File: src/core/swb_pkg.sv
// Shared constants and types of the single-wire bus status and data block.
// Assumes a 125 MHz system clock and 32-bit AXI4-Lite register access.
package swb_pkg;
	// Register indices; byte address is four times the index
	localparam logic [11:0] IDX_CONTROL = 12'h053;
	localparam logic [11:0] IDX_STATUS_ONE = 12'h054;
	localparam logic [11:0] IDX_STATUS_TWO = 12'h055;
	localparam logic [11:0] IDX_DATA_WORD = 12'h057;

	// Status one layout
	localparam int TX_EMPTY_BIT = 7;
	localparam int TX_COMPLETE_BIT = 6;
	localparam int RX_FULL_BIT = 5;
	localparam int BIT_ERROR_BIT = 3;
	localparam int NOISE_BIT = 2;
	// Status two layout
	localparam int RX_ACTIVE_BIT = 0;
	// Control layout
	localparam int RX_IRQ_EN_BIT = 5;
	localparam int BUS_SELECT_BIT = 4;
	localparam int TX_ON_BIT = 3;
	localparam int RX_ON_BIT = 2;

	localparam logic [7:0] STATUS_ONE_RESET = 8'hc0;
	localparam logic [7:0] STATUS_TWO_RESET = 8'h00;
	localparam logic [7:0] CONTROL_RESET = 8'h00;
	localparam logic [7:0] RX_ERROR_VALUE = 8'hff;

	localparam logic [1:0] RESP_OKAY = 2'h0;
	localparam logic [1:0] RESP_SLVERR = 2'h2;

	// Sample slot is one sixteenth of a 25 us time slot
	localparam int CLK_PERIOD_PS = 8000;
	localparam int SAMPLE_SLOT_PS = 1562500;
	localparam int SAMPLE_CYCLES = SAMPLE_SLOT_PS / CLK_PERIOD_PS;
	localparam logic [3:0] SUB_LAST = 4'hf;
	localparam logic [3:0] SUB_MID_A = 4'h7;
	localparam logic [3:0] SUB_MID_B = 4'h8;
	localparam logic [3:0] SUB_MID_C = 4'h9;
	localparam logic [3:0] BIT_LAST = 4'h7;

	typedef struct packed {
		logic rx_full;
		logic bit_error;
		logic noise;
	} swb_flags_t;

	typedef enum logic [1:0] {RX_IDLE, RX_START, RX_DATA, RX_STOP} swb_rx_state_t;
	typedef enum logic [1:0] {TX_IDLE, TX_START, TX_DATA, TX_STOP} swb_tx_state_t;

	function automatic logic [13:0] byte_addr(input logic [11:0] idx);
		byte_addr = {idx, 2'b00};
	endfunction
endpackage

File: src/core/swb_status_data.sv
// Status flags, acknowledge sequence and shared data word of the single-wire bus channel.
// Assumes synchronous line inputs, an external open-drain driver and an AXI4-Lite master.
`timescale 1ns/100ps

// Functional notes
// - Status read then data read clears flags
// - Only flags seen at status read clear
// - Receive-full sets on shifter transfer, bit 5
// - End-of-frame square wave received as characters
// - Monitored push bit mismatch sets bit error
// - Bit error never requests an interrupt
// - Queued push waits for pull field end
// - Noise during pull field sets noise flag
// - Status two bit 0 shows receiver active
// - Data read returns received pull-field word
// - Bus error reads as all ones
// - Pull bits LSB first, status into 3..1
// - Data address: write transmit, read receive
// - Push sends data bits then address bits
// - Pull sync starts reception; push inhibits receiver
// - Receive-full requests interrupt when enabled
module swb_status_data (
	input wire logic clk_in,
	input wire logic rst_n_in,
	input wire logic [13:0] s_axi_awaddr_in,
	input wire logic s_axi_awvalid_in,
	output logic s_axi_awready_out,
	input wire logic [31:0] s_axi_wdata_in,
	input wire logic [3:0] s_axi_wstrb_in,
	input wire logic s_axi_wvalid_in,
	output logic s_axi_wready_out,
	output logic [1:0] s_axi_bresp_out,
	output logic s_axi_bvalid_out,
	input wire logic s_axi_bready_in,
	input wire logic [13:0] s_axi_araddr_in,
	input wire logic s_axi_arvalid_in,
	output logic s_axi_arready_out,
	output logic [31:0] s_axi_rdata_out,
	output logic [1:0] s_axi_rresp_out,
	output logic s_axi_rvalid_out,
	input wire logic s_axi_rready_in,
	input wire logic bus_line_in,
	output logic bus_drive_out,
	output logic receive_irq_out
);
	logic aw_held_ff, w_held_ff, bvalid_ff, awready_ff, wready_ff;
	logic [13:0] aw_addr_ff;
	logic [7:0] w_data_ff;
	logic w_lane_ff;
	logic [1:0] bresp_ff;
	logic arready_ff, rvalid_ff;
	logic [31:0] rdata_ff;
	logic [1:0] rresp_ff;
	logic nxt_aw_held, nxt_w_held, nxt_bvalid, nxt_rvalid;
	logic aw_take, w_take, wr_fire, rd_fire;
	logic [7:0] control_ff;
	logic [7:0] tx_data_ff;
	logic [7:0] rx_data_ff;
	swb_pkg::swb_flags_t flags_ff, armed_ff, flag_set, flag_clr;
	logic tx_empty_ff, tx_complete_ff;
	logic [7:0] tick_cnt_ff;
	logic tick_ff;
	swb_pkg::swb_rx_state_t rx_state_ff;
	logic [3:0] rx_sub_ff, rx_bit_ff;
	logic [7:0] rx_shift_ff;
	logic [1:0] rx_samp_ff;
	logic rx_noise_ff;
	swb_pkg::swb_tx_state_t tx_state_ff;
	logic [3:0] tx_sub_ff, tx_bit_ff;
	logic [7:0] tx_shift_ff;
	logic drive_ff, irq_ff;
	logic bus_select, rx_enabled, tx_load, tx_done, rx_done, rx_mid, rx_stop_ok;
	logic vote, vote_noisy;
	logic wr_data, wr_control, rd_status_one, rd_data, data_wr_any;
	logic [7:0] rd_value;
	logic rd_hit;

	function automatic logic addr_is(input logic [13:0] addr, input logic [11:0] idx);
		addr_is = (addr == swb_pkg::byte_addr(idx));
	endfunction

	// Order in which pull-field bits land in the receive word
	function automatic logic [2:0] pull_slot(input logic [3:0] pos);
		unique case (pos)
			4'h1: pull_slot = 3'h3;
			4'h3: pull_slot = 3'h1;
			default: pull_slot = pos[2:0];
		endcase
	endfunction

	assign bus_select = control_ff[swb_pkg::BUS_SELECT_BIT];

	// AXI4-Lite write channels, taken in either order
	assign aw_take = s_axi_awvalid_in & awready_ff;
	assign w_take = s_axi_wvalid_in & wready_ff;
	assign wr_fire = aw_held_ff & w_held_ff & ~bvalid_ff;

	always_comb begin
		nxt_aw_held = (aw_held_ff & ~wr_fire) | aw_take;
		nxt_w_held = (w_held_ff & ~wr_fire) | w_take;
		nxt_bvalid = (bvalid_ff & ~s_axi_bready_in) | wr_fire;
	end

	always_ff @(posedge clk_in or negedge rst_n_in) begin
		if (!rst_n_in) begin
			aw_held_ff <= 1'b0;
			w_held_ff <= 1'b0;
			bvalid_ff <= 1'b0;
			awready_ff <= 1'b0;
			wready_ff <= 1'b0;
			aw_addr_ff <= 14'h0000;
			w_data_ff <= 8'h00;
			w_lane_ff <= 1'b0;
			bresp_ff <= swb_pkg::RESP_OKAY;
		end else begin
			aw_held_ff <= nxt_aw_held;
			w_held_ff <= nxt_w_held;
			bvalid_ff <= nxt_bvalid;
			awready_ff <= ~nxt_aw_held & ~nxt_bvalid;
			wready_ff <= ~nxt_w_held & ~nxt_bvalid;
			if (aw_take) begin
				aw_addr_ff <= s_axi_awaddr_in;
			end
			if (w_take) begin
				w_data_ff <= s_axi_wdata_in[7:0];
				w_lane_ff <= s_axi_wstrb_in[0];
			end
			if (wr_fire) begin
				bresp_ff <= (wr_data | wr_control |
					addr_is(aw_addr_ff, swb_pkg::IDX_STATUS_ONE) |
					addr_is(aw_addr_ff, swb_pkg::IDX_STATUS_TWO)) ?
					swb_pkg::RESP_OKAY : swb_pkg::RESP_SLVERR;
			end
		end
	end

	// Lane 0 carries the whole register; status registers ignore writes
	assign wr_data = wr_fire & addr_is(aw_addr_ff, swb_pkg::IDX_DATA_WORD);
	assign wr_control = wr_fire & addr_is(aw_addr_ff, swb_pkg::IDX_CONTROL);
	assign data_wr_any = wr_data & w_lane_ff;

	always_ff @(posedge clk_in or negedge rst_n_in) begin
		if (!rst_n_in) begin
			control_ff <= swb_pkg::CONTROL_RESET;
		end else if (wr_control && w_lane_ff) begin
			control_ff <= w_data_ff;
		end
	end

	// Transmit word keeps software packing untouched
	always_ff @(posedge clk_in or negedge rst_n_in) begin
		if (!rst_n_in) begin
			tx_data_ff <= 8'h00;
		end else if (data_wr_any) begin
			tx_data_ff <= w_data_ff;
		end
	end

	// AXI4-Lite read channel; one read outstanding
	assign rd_fire = s_axi_arvalid_in & arready_ff;
	assign rd_status_one = rd_fire & addr_is(s_axi_araddr_in, swb_pkg::IDX_STATUS_ONE);
	assign rd_data = rd_fire & addr_is(s_axi_araddr_in, swb_pkg::IDX_DATA_WORD);

	always_comb begin
		rd_value = 8'h00;
		rd_hit = 1'b1;
		if (addr_is(s_axi_araddr_in, swb_pkg::IDX_STATUS_ONE)) begin
			rd_value[swb_pkg::TX_EMPTY_BIT] = tx_empty_ff;
			rd_value[swb_pkg::TX_COMPLETE_BIT] = tx_complete_ff;
			rd_value[swb_pkg::RX_FULL_BIT] = flags_ff.rx_full;
			rd_value[swb_pkg::BIT_ERROR_BIT] = flags_ff.bit_error;
			rd_value[swb_pkg::NOISE_BIT] = flags_ff.noise;
		end else if (addr_is(s_axi_araddr_in, swb_pkg::IDX_STATUS_TWO)) begin
			rd_value[swb_pkg::RX_ACTIVE_BIT] = (rx_state_ff != swb_pkg::RX_IDLE);
		end else if (addr_is(s_axi_araddr_in, swb_pkg::IDX_DATA_WORD)) begin
			rd_value = rx_data_ff;
		end else if (addr_is(s_axi_araddr_in, swb_pkg::IDX_CONTROL)) begin
			rd_value = control_ff;
		end else begin
			rd_hit = 1'b0;
		end
	end

	always_comb begin
		nxt_rvalid = (rvalid_ff & ~s_axi_rready_in) | rd_fire;
	end

	always_ff @(posedge clk_in or negedge rst_n_in) begin
		if (!rst_n_in) begin
			arready_ff <= 1'b0;
			rvalid_ff <= 1'b0;
			rdata_ff <= 32'h0000_0000;
			rresp_ff <= swb_pkg::RESP_OKAY;
		end else begin
			arready_ff <= ~nxt_rvalid;
			rvalid_ff <= nxt_rvalid;
			if (rd_fire) begin
				rdata_ff <= {24'h00_0000, rd_value};
				rresp_ff <= rd_hit ? swb_pkg::RESP_OKAY : swb_pkg::RESP_SLVERR;
			end
		end
	end

	// Acknowledge sequence: arm at status read, clear armed flags at data read
	always_comb begin
		flag_clr = '0;
		if (rd_data) begin
			flag_clr = armed_ff;
		end
	end

	always_ff @(posedge clk_in or negedge rst_n_in) begin
		if (!rst_n_in) begin
			armed_ff <= '0;
		end else if (rd_status_one) begin
			armed_ff <= flags_ff;
		end else if (rd_data) begin
			armed_ff <= '0;
		end
	end

	// Setting wins over a same-cycle acknowledge
	always_ff @(posedge clk_in or negedge rst_n_in) begin
		if (!rst_n_in) begin
			flags_ff <= '0;
		end else begin
			flags_ff <= (flags_ff & ~flag_clr) | flag_set;
		end
	end

	// Data write empties nothing new; a load is held off in that cycle
	always_ff @(posedge clk_in or negedge rst_n_in) begin
		if (!rst_n_in) begin
			tx_empty_ff <= swb_pkg::STATUS_ONE_RESET[swb_pkg::TX_EMPTY_BIT];
			tx_complete_ff <= swb_pkg::STATUS_ONE_RESET[swb_pkg::TX_COMPLETE_BIT];
		end else begin
			if (tx_load) begin
				tx_empty_ff <= 1'b1;
			end else if (data_wr_any) begin
				tx_empty_ff <= 1'b0;
			end
			if (tx_done && tx_empty_ff) begin
				tx_complete_ff <= 1'b1;
			end else if (data_wr_any || tx_load) begin
				tx_complete_ff <= 1'b0;
			end
		end
	end

	// Sixteen sample slots per bus time slot
	always_ff @(posedge clk_in or negedge rst_n_in) begin
		if (!rst_n_in) begin
			tick_cnt_ff <= 8'h00;
			tick_ff <= 1'b0;
		end else if (!bus_select || tick_cnt_ff == 8'(swb_pkg::SAMPLE_CYCLES - 1)) begin
			tick_cnt_ff <= 8'h00;
			tick_ff <= bus_select;
		end else begin
			tick_cnt_ff <= tick_cnt_ff + 8'h01;
			tick_ff <= 1'b0;
		end
	end

	// Pull-field receiver, three-sample majority vote
	assign rx_enabled = bus_select & control_ff[swb_pkg::RX_ON_BIT] &
		(tx_state_ff == swb_pkg::TX_IDLE);
	assign rx_mid = tick_ff & (rx_sub_ff == swb_pkg::SUB_MID_C);
	assign vote = (rx_samp_ff[0] & rx_samp_ff[1]) | (bus_line_in & (rx_samp_ff[0] | rx_samp_ff[1]));
	assign vote_noisy = ~((rx_samp_ff[0] == rx_samp_ff[1]) && (rx_samp_ff[1] == bus_line_in));
	assign rx_done = rx_mid & (rx_state_ff == swb_pkg::RX_STOP);
	assign rx_stop_ok = vote;

	always_ff @(posedge clk_in or negedge rst_n_in) begin
		if (!rst_n_in) begin
			rx_state_ff <= swb_pkg::RX_IDLE;
			rx_sub_ff <= 4'h0;
			rx_bit_ff <= 4'h0;
			rx_shift_ff <= 8'h00;
			rx_samp_ff <= 2'b00;
			rx_noise_ff <= 1'b0;
		end else if (!rx_enabled) begin
			rx_state_ff <= swb_pkg::RX_IDLE;
		end else if (rx_state_ff == swb_pkg::RX_IDLE) begin
			rx_sub_ff <= 4'h0;
			rx_bit_ff <= 4'h0;
			rx_noise_ff <= 1'b0;
			if (!bus_line_in) begin
				rx_state_ff <= swb_pkg::RX_START;
			end
		end else if (tick_ff) begin
			rx_sub_ff <= rx_sub_ff + 4'h1;
			if (rx_sub_ff == swb_pkg::SUB_MID_A) begin
				rx_samp_ff[0] <= bus_line_in;
			end
			if (rx_sub_ff == swb_pkg::SUB_MID_B) begin
				rx_samp_ff[1] <= bus_line_in;
			end
			if (rx_sub_ff == swb_pkg::SUB_MID_C) begin
				rx_noise_ff <= rx_noise_ff | vote_noisy;
			end
			unique case (rx_state_ff)
				swb_pkg::RX_START: begin
					// A glitch is not a pull sync
					if (rx_sub_ff == swb_pkg::SUB_MID_C && vote) begin
						rx_state_ff <= swb_pkg::RX_IDLE;
					end else if (rx_sub_ff == swb_pkg::SUB_LAST) begin
						rx_state_ff <= swb_pkg::RX_DATA;
					end
				end
				swb_pkg::RX_DATA: begin
					if (rx_sub_ff == swb_pkg::SUB_MID_C) begin
						rx_shift_ff[pull_slot(rx_bit_ff)] <= vote;
					end
					if (rx_sub_ff == swb_pkg::SUB_LAST) begin
						rx_bit_ff <= rx_bit_ff + 4'h1;
						if (rx_bit_ff == swb_pkg::BIT_LAST) begin
							rx_state_ff <= swb_pkg::RX_STOP;
						end
					end
				end
				swb_pkg::RX_STOP: begin
					// Back to idle mid stop bit so the next edge is caught
					if (rx_sub_ff == swb_pkg::SUB_MID_C) begin
						rx_state_ff <= swb_pkg::RX_IDLE;
					end
				end
				swb_pkg::RX_IDLE: begin
					rx_state_ff <= swb_pkg::RX_IDLE;
				end
			endcase
		end
	end

	always_ff @(posedge clk_in or negedge rst_n_in) begin
		if (!rst_n_in) begin
			rx_data_ff <= 8'h00;
		end else if (rx_done) begin
			rx_data_ff <= rx_stop_ok ? rx_shift_ff : swb_pkg::RX_ERROR_VALUE;
		end
	end

	// Push-field transmitter with bit monitoring
	// Load waits for a tick so the start bit is a whole slot
	assign tx_load = bus_select & control_ff[swb_pkg::TX_ON_BIT] & ~tx_empty_ff & ~data_wr_any &
		tick_ff & (tx_state_ff == swb_pkg::TX_IDLE) & (rx_state_ff == swb_pkg::RX_IDLE);
	assign tx_done = tick_ff & (tx_state_ff == swb_pkg::TX_STOP) & (tx_sub_ff == swb_pkg::SUB_LAST);

	always_comb begin
		flag_set = '0;
		flag_set.rx_full = rx_done;
		flag_set.noise = rx_done & (rx_noise_ff | vote_noisy);
		flag_set.bit_error = tick_ff & (tx_state_ff == swb_pkg::TX_DATA) &
			(tx_sub_ff == swb_pkg::SUB_MID_B) & (bus_line_in != tx_shift_ff[0]);
	end

	always_ff @(posedge clk_in or negedge rst_n_in) begin
		if (!rst_n_in) begin
			tx_state_ff <= swb_pkg::TX_IDLE;
			tx_sub_ff <= 4'h0;
			tx_bit_ff <= 4'h0;
			tx_shift_ff <= 8'h00;
			drive_ff <= 1'b1;
		end else if (!bus_select) begin
			tx_state_ff <= swb_pkg::TX_IDLE;
			drive_ff <= 1'b1;
		end else if (tx_load) begin
			tx_shift_ff <= tx_data_ff;
			tx_sub_ff <= 4'h0;
			tx_bit_ff <= 4'h0;
			tx_state_ff <= swb_pkg::TX_START;
			drive_ff <= 1'b0;
		end else if (tick_ff && tx_state_ff != swb_pkg::TX_IDLE) begin
			tx_sub_ff <= tx_sub_ff + 4'h1;
			if (tx_sub_ff == swb_pkg::SUB_LAST) begin
				unique case (tx_state_ff)
					swb_pkg::TX_START: begin
						tx_state_ff <= swb_pkg::TX_DATA;
						drive_ff <= tx_shift_ff[0];
					end
					swb_pkg::TX_DATA: begin
						// Data bits [4:0] leave first, then address [7:5]
						tx_shift_ff <= {1'b1, tx_shift_ff[7:1]};
						tx_bit_ff <= tx_bit_ff + 4'h1;
						if (tx_bit_ff == swb_pkg::BIT_LAST) begin
							tx_state_ff <= swb_pkg::TX_STOP;
							drive_ff <= 1'b1;
						end else begin
							drive_ff <= tx_shift_ff[1];
						end
					end
					swb_pkg::TX_STOP: begin
						tx_state_ff <= swb_pkg::TX_IDLE;
					end
					swb_pkg::TX_IDLE: begin
						tx_state_ff <= swb_pkg::TX_IDLE;
					end
				endcase
			end
		end
	end

	// Bit error is left out of the request in bus mode
	always_ff @(posedge clk_in or negedge rst_n_in) begin
		if (!rst_n_in) begin
			irq_ff <= 1'b0;
		end else begin
			irq_ff <= control_ff[swb_pkg::RX_IRQ_EN_BIT] & flags_ff.rx_full;
		end
	end

	assign s_axi_awready_out = awready_ff;
	assign s_axi_wready_out = wready_ff;
	assign s_axi_bresp_out = bresp_ff;
	assign s_axi_bvalid_out = bvalid_ff;
	assign s_axi_arready_out = arready_ff;
	assign s_axi_rdata_out = rdata_ff;
	assign s_axi_rresp_out = rresp_ff;
	assign s_axi_rvalid_out = rvalid_ff;
	assign bus_drive_out = drive_ff;
	assign receive_irq_out = irq_ff;
endmodule // swb_status_data

File: config.mk
export PLATFORM = sky130hd
export DESIGN_NAME = swb_status_data
export DESIGN_NICKNAME = d
export VERILOG_FILES = /design/src/core/swb_pkg.sv /design/src/core/swb_status_data.sv
export SDC_FILE = /design/constraint.sdc
export NUM_CORES = 1
export LEC_CHECK = 0
export BUFFER_PORTS_ARGS = -buffer_cell sky130_fd_sc_hd__clkbuf_2
export CORE_MARGIN = 2
export CORE_UTILIZATION = 35
export CTS_CLUSTER_SIZE = 12
export DETAILED_ROUTE_END_ITERATION = 12
export SETUP_SLACK_MARGIN = 0.1
export SYNTH_ARGS = -nofsm -noshare
export SYNTH_HDL_FRONTEND = slang
export SYNTH_SLANG_ARGS = --single-unit
File: constraint.sdc
create_clock -name clk_in -period 2.1 [get_ports clk_in]
set_input_delay 0.63 -clock clk_in [delete_from_list [all_inputs] [get_ports clk_in]]
set_output_delay 0.63 -clock clk_in [all_outputs]
set_load 0.1 [all_outputs]
-- After elaboration in Yosys (flattened, before gate mapping)
Cells that the tools add are included.
- add/subtract/negate cells: 5
- $mul: 0
- div/mod/pow operators: 0
- $lt $le $gt $ge: 2
- eq/ne operators: 38
- shift-type cells: 0
- mux-type cells: 74
- bitwise operators: 60
- reduce and logical (&&, ||, !) cells: 35
- operators by type and width (operator ; count):
    == test 14 x 9 -> 1 bit, second input constant ; 8
    2-to-1 mux 8 bit ; 8
    2-to-1 mux 4 bit ; 12
    2-to-1 mux 2 bit ; 18
    bitwise AND 1 bit ; 35
    2-to-1 mux 3 bit ; 9
    nonzero test 2 bit ; 12
    == test 4 bit, second input constant ; 5
    2-to-1 mux 1 bit ; 20
    adder 4 x 1 -> 4 bit, second input constant ; 4
    AND reduction 4 bit ; 4
    == test 4 x 3 -> 1 bit, second input constant ; 3
    NOT 1 bit ; 12
    case mux 2 bit (3 select lines) ; 2
    OR 1 bit ; 10
    AND reduction 3 bit ; 3
    adder 8 x 1 -> 8 bit, second input constant ; 1
    bitwise mux 8 bit ; 1
    == test 2 bit, second input constant ; 4
    == test 8 bit, second input constant ; 1
    inequality test 4 x 3 -> 1 bit, second input constant ; 2
    inequality test 4 bit, second input constant ; 2
    2-to-1 mux 7 bit ; 1
    logical AND 1 bit ; 6
    25 further kinds ; 31
- bits in registers: 124
- bits in latches: 0
- bits in writable memories: 0
- memory bits (read-only): 0
- bits of input ports: 72
- output and inout bits: 43
- memories kept: 0

-- Longest topological paths before layout
- depth after elaboration: 12
- gate-level depth with buffers: 8
- depth with buffers taken out: 6

-- Least setup slack after synthesis
OpenSTA, ideal clock, no wires.
- kind: register to register
- start: register bvalid_ff, in the netlist s_axi_bvalid_out
- end: register tx_shift_ff[0]
- setup time: 125 ps
- arrival: 2175 ps
- required time: 1975 ps
- slack: -200 ps
- stages on the path, launching flop included: 6
- period minus slack after synthesis: 2300 ps
- path through: dfrtp_1 -> and3b_1 -> clkbuf_1 -> and4_1 -> a21oi_4 -> mux2_2
- longest elaborated chain between the ends: 11
- elaborated cells between the ends (all ways): 14
- RTL lines (what ; RTL line ; source):
    start: declaration ; swb_status_data.sv:46 ; logic aw_held_ff, w_held_ff, bvalid_ff, awready_ff, wready_ff;
    start signal: assignment ; swb_status_data.sv:118 ; bvalid_ff <= nxt_bvalid;
    NOT 1 bit * ; swb_status_data.sv:96 ; assign wr_fire = aw_held_ff & w_held_ff & ~bvalid_ff;
    bitwise AND 1 bit * ; swb_status_data.sv:96 ;
    bitwise AND 1 bit * ; swb_status_data.sv:138 ; assign wr_data = wr_fire & addr_is(aw_addr_ff, swb_pkg::IDX_DATA_WORD);
    bitwise AND 1 bit * ; swb_status_data.sv:140 ; assign data_wr_any = wr_data & w_lane_ff;
    NOT 1 bit * ; swb_status_data.sv:344 ; assign tx_load = bus_select & control_ff[swb_pkg::TX_ON_BIT] & ~tx_empty_ff & ~data_wr_any &
    bitwise AND 1 bit * (2 in series) ; swb_status_data.sv:344 ;
    bitwise AND 1 bit * (2 in series) ; swb_status_data.sv:345 ; tick_ff & (tx_state_ff == swb_pkg::TX_IDLE) & (rx_state_ff == swb_pkg::RX_IDLE);
    nonzero test 2 bit (no line) ; n/a ;
    AND reduction 4 bit (no line) ; n/a ;
    end signal: assignment ; swb_status_data.sv:367 ; tx_shift_ff <= tx_data_ff;
    end signal: assignment ; swb_status_data.sv:382 ; tx_shift_ff <= {1'b1, tx_shift_ff[7:1]};
    end: declaration ; swb_status_data.sv:70 ; logic [7:0] tx_shift_ff;
Every way passes the cells marked *; elsewhere a longest branch is shown, timed or not.
A chain may end at the register's enable or synchronous reset.

-- Final worst setup path
- start: register rx_state_ff[1]
- end: register tx_shift_ff[1]
- longest elaborated chain between the ends: 4
- elaborated cells between the ends (all ways): 7
- RTL lines (what ; RTL line ; source):
    start: declaration ; swb_status_data.sv:63 ; swb_pkg::swb_rx_state_t rx_state_ff;
    start signal: assignment ; swb_status_data.sv:275 ; rx_state_ff <= swb_pkg::RX_IDLE;
    start signal: assignment ; swb_status_data.sv:282 ; rx_state_ff <= swb_pkg::RX_IDLE;
    start signal: assignment ; swb_status_data.sv:288 ; rx_state_ff <= swb_pkg::RX_START;
    logical NOT 2 bit * ; swb_status_data.sv:345 ;
    bitwise AND 1 bit * ; swb_status_data.sv:345 ;
    nonzero test 2 bit (no line) ; n/a ;
    AND reduction 4 bit (no line) ; n/a ;
Marks and branches as above.

==> impl_metrics.yaml <==
critical_path:
  crit_path_top_delay_cell: "or4_4"
  max_stage_delay_ns: 0.53
  critPathRequiredTime_ns: 2.40
  crit_path_end_kind: "register"
  cp_max_fo: 5
  r2r_setup_slack_ns: 0.11
  worstSetupPathType: "register to register"
  cp_num_buf_inv: 1
  crit_family: "simple AND/OR/NAND/NOR gates"
  cp.arrival_ns: 2.29
  startpoint_type: "register"
  path_cells: "or2_4, or4_4, a21oi_4, clkbuf_16, mux2_4"
finish:
  finish.utilization_pct: 44.2
  n_antenna_cell: 0
  synthToLayoutAreaGrowth_pct: 23.3
  drive_gt1_share_pct: 33.2
  nets: 708
  final_cells: 853
cts:
  cts-hold-fix-buffers: 0
  cts_buffer_depth: 2
  clock_latency_ns: 0.41
  clkSinkCount: 122
  root_buffer: "clkbuf_16"
  clk_pin_slew_ns: 0.05
  numCtsBuffers: 17
  htreeDepth: 4
  cts_tree: "yes"
power:
  p_comb_share_pct: 16.5
  irDropWorstVdd_mv: 1.05
  powerDensity_nw_per_um2: 955
  p_sw_mw: 2.06
  power_frac_clock_pct: 42.3
  p_leak_nw: 3.39
  p_int_mw: 4.97
  p_sw_share_pct: 29.3
  seqPwrFrac_pct: 41.2
sta:
  finalWorstPathRequiredPeriod_ns: 1.99
  fmax_ghz: 0.503
  relSlewSlack_pct: 63.4
  setup_viol: 0
  timing.hold.ws_ns: 0.136
  finalCritPeriodShare_pct: 94.8
  worstMarginPinSlew_ns: 0.552
  fin_tns_setup_ns: 0
  skew_ns: 0.00668
  slew_viol_final: 0
  rsz0062_at_grt: "true"
  hold_viol: 0
  worst_slack_ns: 0.110
die:
  die_area_um2: 18100
  initial_utilization_pct: 35.8
  pin_count: 115
  core_um2: 16600
  rows: 47
  die_x_um: 135
  die_h_um: 135
synthesis:
  syn-cell-area_um2: 5960
  synth_enable_flop_cells: 0
  async_flop_share_pct: 100
  synth.distinct_cells: 58
  syn_inst: 530
  synth_seq_area_share_pct: 51.2
  syn_avg_cell_area_um2: 11.3
  synth_ff_type: "dfrtp_1"
  ys_ff_latch: 122
  synth_warnings: 0
place:
  dpl_worst_slack_ns: -0.0158
  gp_congestion: 0.805
  portBuffers: 61
  dp_hpwl_um: 9100
  numPlacedInstances: 817
global_routing:
  grt.overflow.total: 0
  first_global_vias: 4250
  grt_pass1_wl_um: 20900
  grt_max_degree: 41
  grt_use_total_pct: 14.6
  grt_antenna_before_repair: 0
worst_hold_path:
  hp-class: "input pin to asynchronous set/reset pin"
route:
  dr_total_vias: 4240
  routed_wl_um: 12500
  vias_per_cell: 4.97
  drtIter0Drc: 221
  route.detailed.drc: 0
  dr.pass1.iters: 4
  ant_nets: 0
  avgRoutedWirePerCell_um: 14.7
run_status:
  status: "finished, final reports clean"
job:
  cap_violations: 0
## layout make-up
cell class | instances | area, um2
inverters | 24 | 90.1
repair buffers | 90 | 591
fillers | 1547 | 9290
flip-flops and latches | 122 | 3060
multi-input cells | 365 | 2730
well taps | 220 | 275
clock inverters | 11 | 145
clock buffers | 21 | 460
## flip-flops by register name, summed over array words and instances (netlist names), 2 cells and up
register	flops
aw_addr_ff	14
control_ff	8
rx_data_ff	8
rx_shift_ff	8
s_axi_rdata_out	8
tick_cnt_ff	8
tx_data_ff	8
tx_shift_ff	8
w_data_ff	8
rx_bit_ff	4
rx_sub_ff	4
tx_bit_ff	4
tx_sub_ff	4
armed_ff	3
flags_ff	3
rx_samp_ff	2
rx_state_ff	2
tx_state_ff	2
## Yosys cell counts (all sizes together), types with 5 or more instances
master | number | area [um2]
nand2b | 5 | 31.3
mux2i | 12 | 120
nand3 | 13 | 65.1
nand2 | 33 | 124
inv | 24 | 90.1
a21oi | 8 | 51.3
dfrtp | 119 | 2980
xnor2 | 8 | 70.1
o21ai | 28 | 140
a221o | 5 | 50.1
nor3 | 12 | 65.1
xor2 | 6 | 52.6
and4 | 5 | 43.8
ha | 16 | 200
nor4b | 5 | 43.8
nor2 | 37 | 139
nand4 | 10 | 62.6
buf | 31 | 231
a31oi | 5 | 31.3
clkbuf | 13 | 48.8
mux2 | 63 | 709
and3 | 8 | 50.1
## power groups by stage
stage                     registers (mW)  logic, mW  clock network, mW
after global placement              2.91       1.15                  0
after global routing                2.94       1.26               3.17
after CTS                           2.89       1.17               3.04
after floorplan                     3.11      0.713                  0
final                               2.89       1.16               2.97
after detailed placement            2.93       1.17                  0
## cell families (layout without fill, tap and decap cells)
kind of cell	count (synthesis)	in the layout	synth area share, %
muxes	75	75	13.9
adders and majority gates	16	16	3.36
and+or+nand+nor	159	159	14.5
xor gates and xnor gates	14	14	2.06
AOI/OAI and AO/OA	75	75	8.71
DFF	122	122	51.2
other	1	26	0.0629
buffers and inverters	68	146	6.21
## cell usage in the layout (no fill, tap or decap), drive strengths merged, types with 6 or more instances in the layout
master / instances
a21oi: 8
and3: 8
buf: 29
clkbuf: 82
conb: 26
dfrtp: 119
ha: 16
inv: 24
mux2: 63
mux2i: 12
nand2: 33
nand3: 13
nand4: 10
nor2: 37
nor3: 12
o21ai: 28
xnor2: 8
xor2: 6
## repair_timing
action,in CTS,in global routing
resized for setup,5,17
pin swaps,1,4
endpoints found under the setup margin,18,14
gates cloned,0,1
setup buffers,1,2
## per-layer routing
layer  GRT usage (%)  wire [um]
met1            19.7       5960
met2            22.7       5780
met5               0          0
met3            4.28        666
met4            4.56        106
## path summary, 6_finish.rpt
| check | startpoint | end | cells past startpoint |
|---|---|---|---|
| setup / recovery | rx_state_ff[1] | tx_shift_ff[1] | 5 |
| max in group asynchronous | rst_n_in | tx_empty_ff | 2 |
| min in group clk_in | s_axi_wdata_in[4] | w_data_ff[4] | 2 |
| setup reg to reg | rx_state_ff[1] | tx_shift_ff[1] | 5 |
| hold / removal | rst_n_in | aw_addr_ff[13] | 1 |
| hold reg to reg | tick_cnt_ff[0] | tick_cnt_ff[0] | 1 |
## stage by stage
| step | instance area [um2] | power (mW) |
|---|---|---|
| after floorplan | 6120 | 3.82 |
| final | 7360 | 7.03 |
| after global routing | 7360 | 7.36 |
| after CTS | 7250 | 7.10 |
| after detailed placement | 6610 | 4.10 |
| after global placement | 6610 | 4.06 |
No activity file was read; power rests on OpenSTA's default activity.
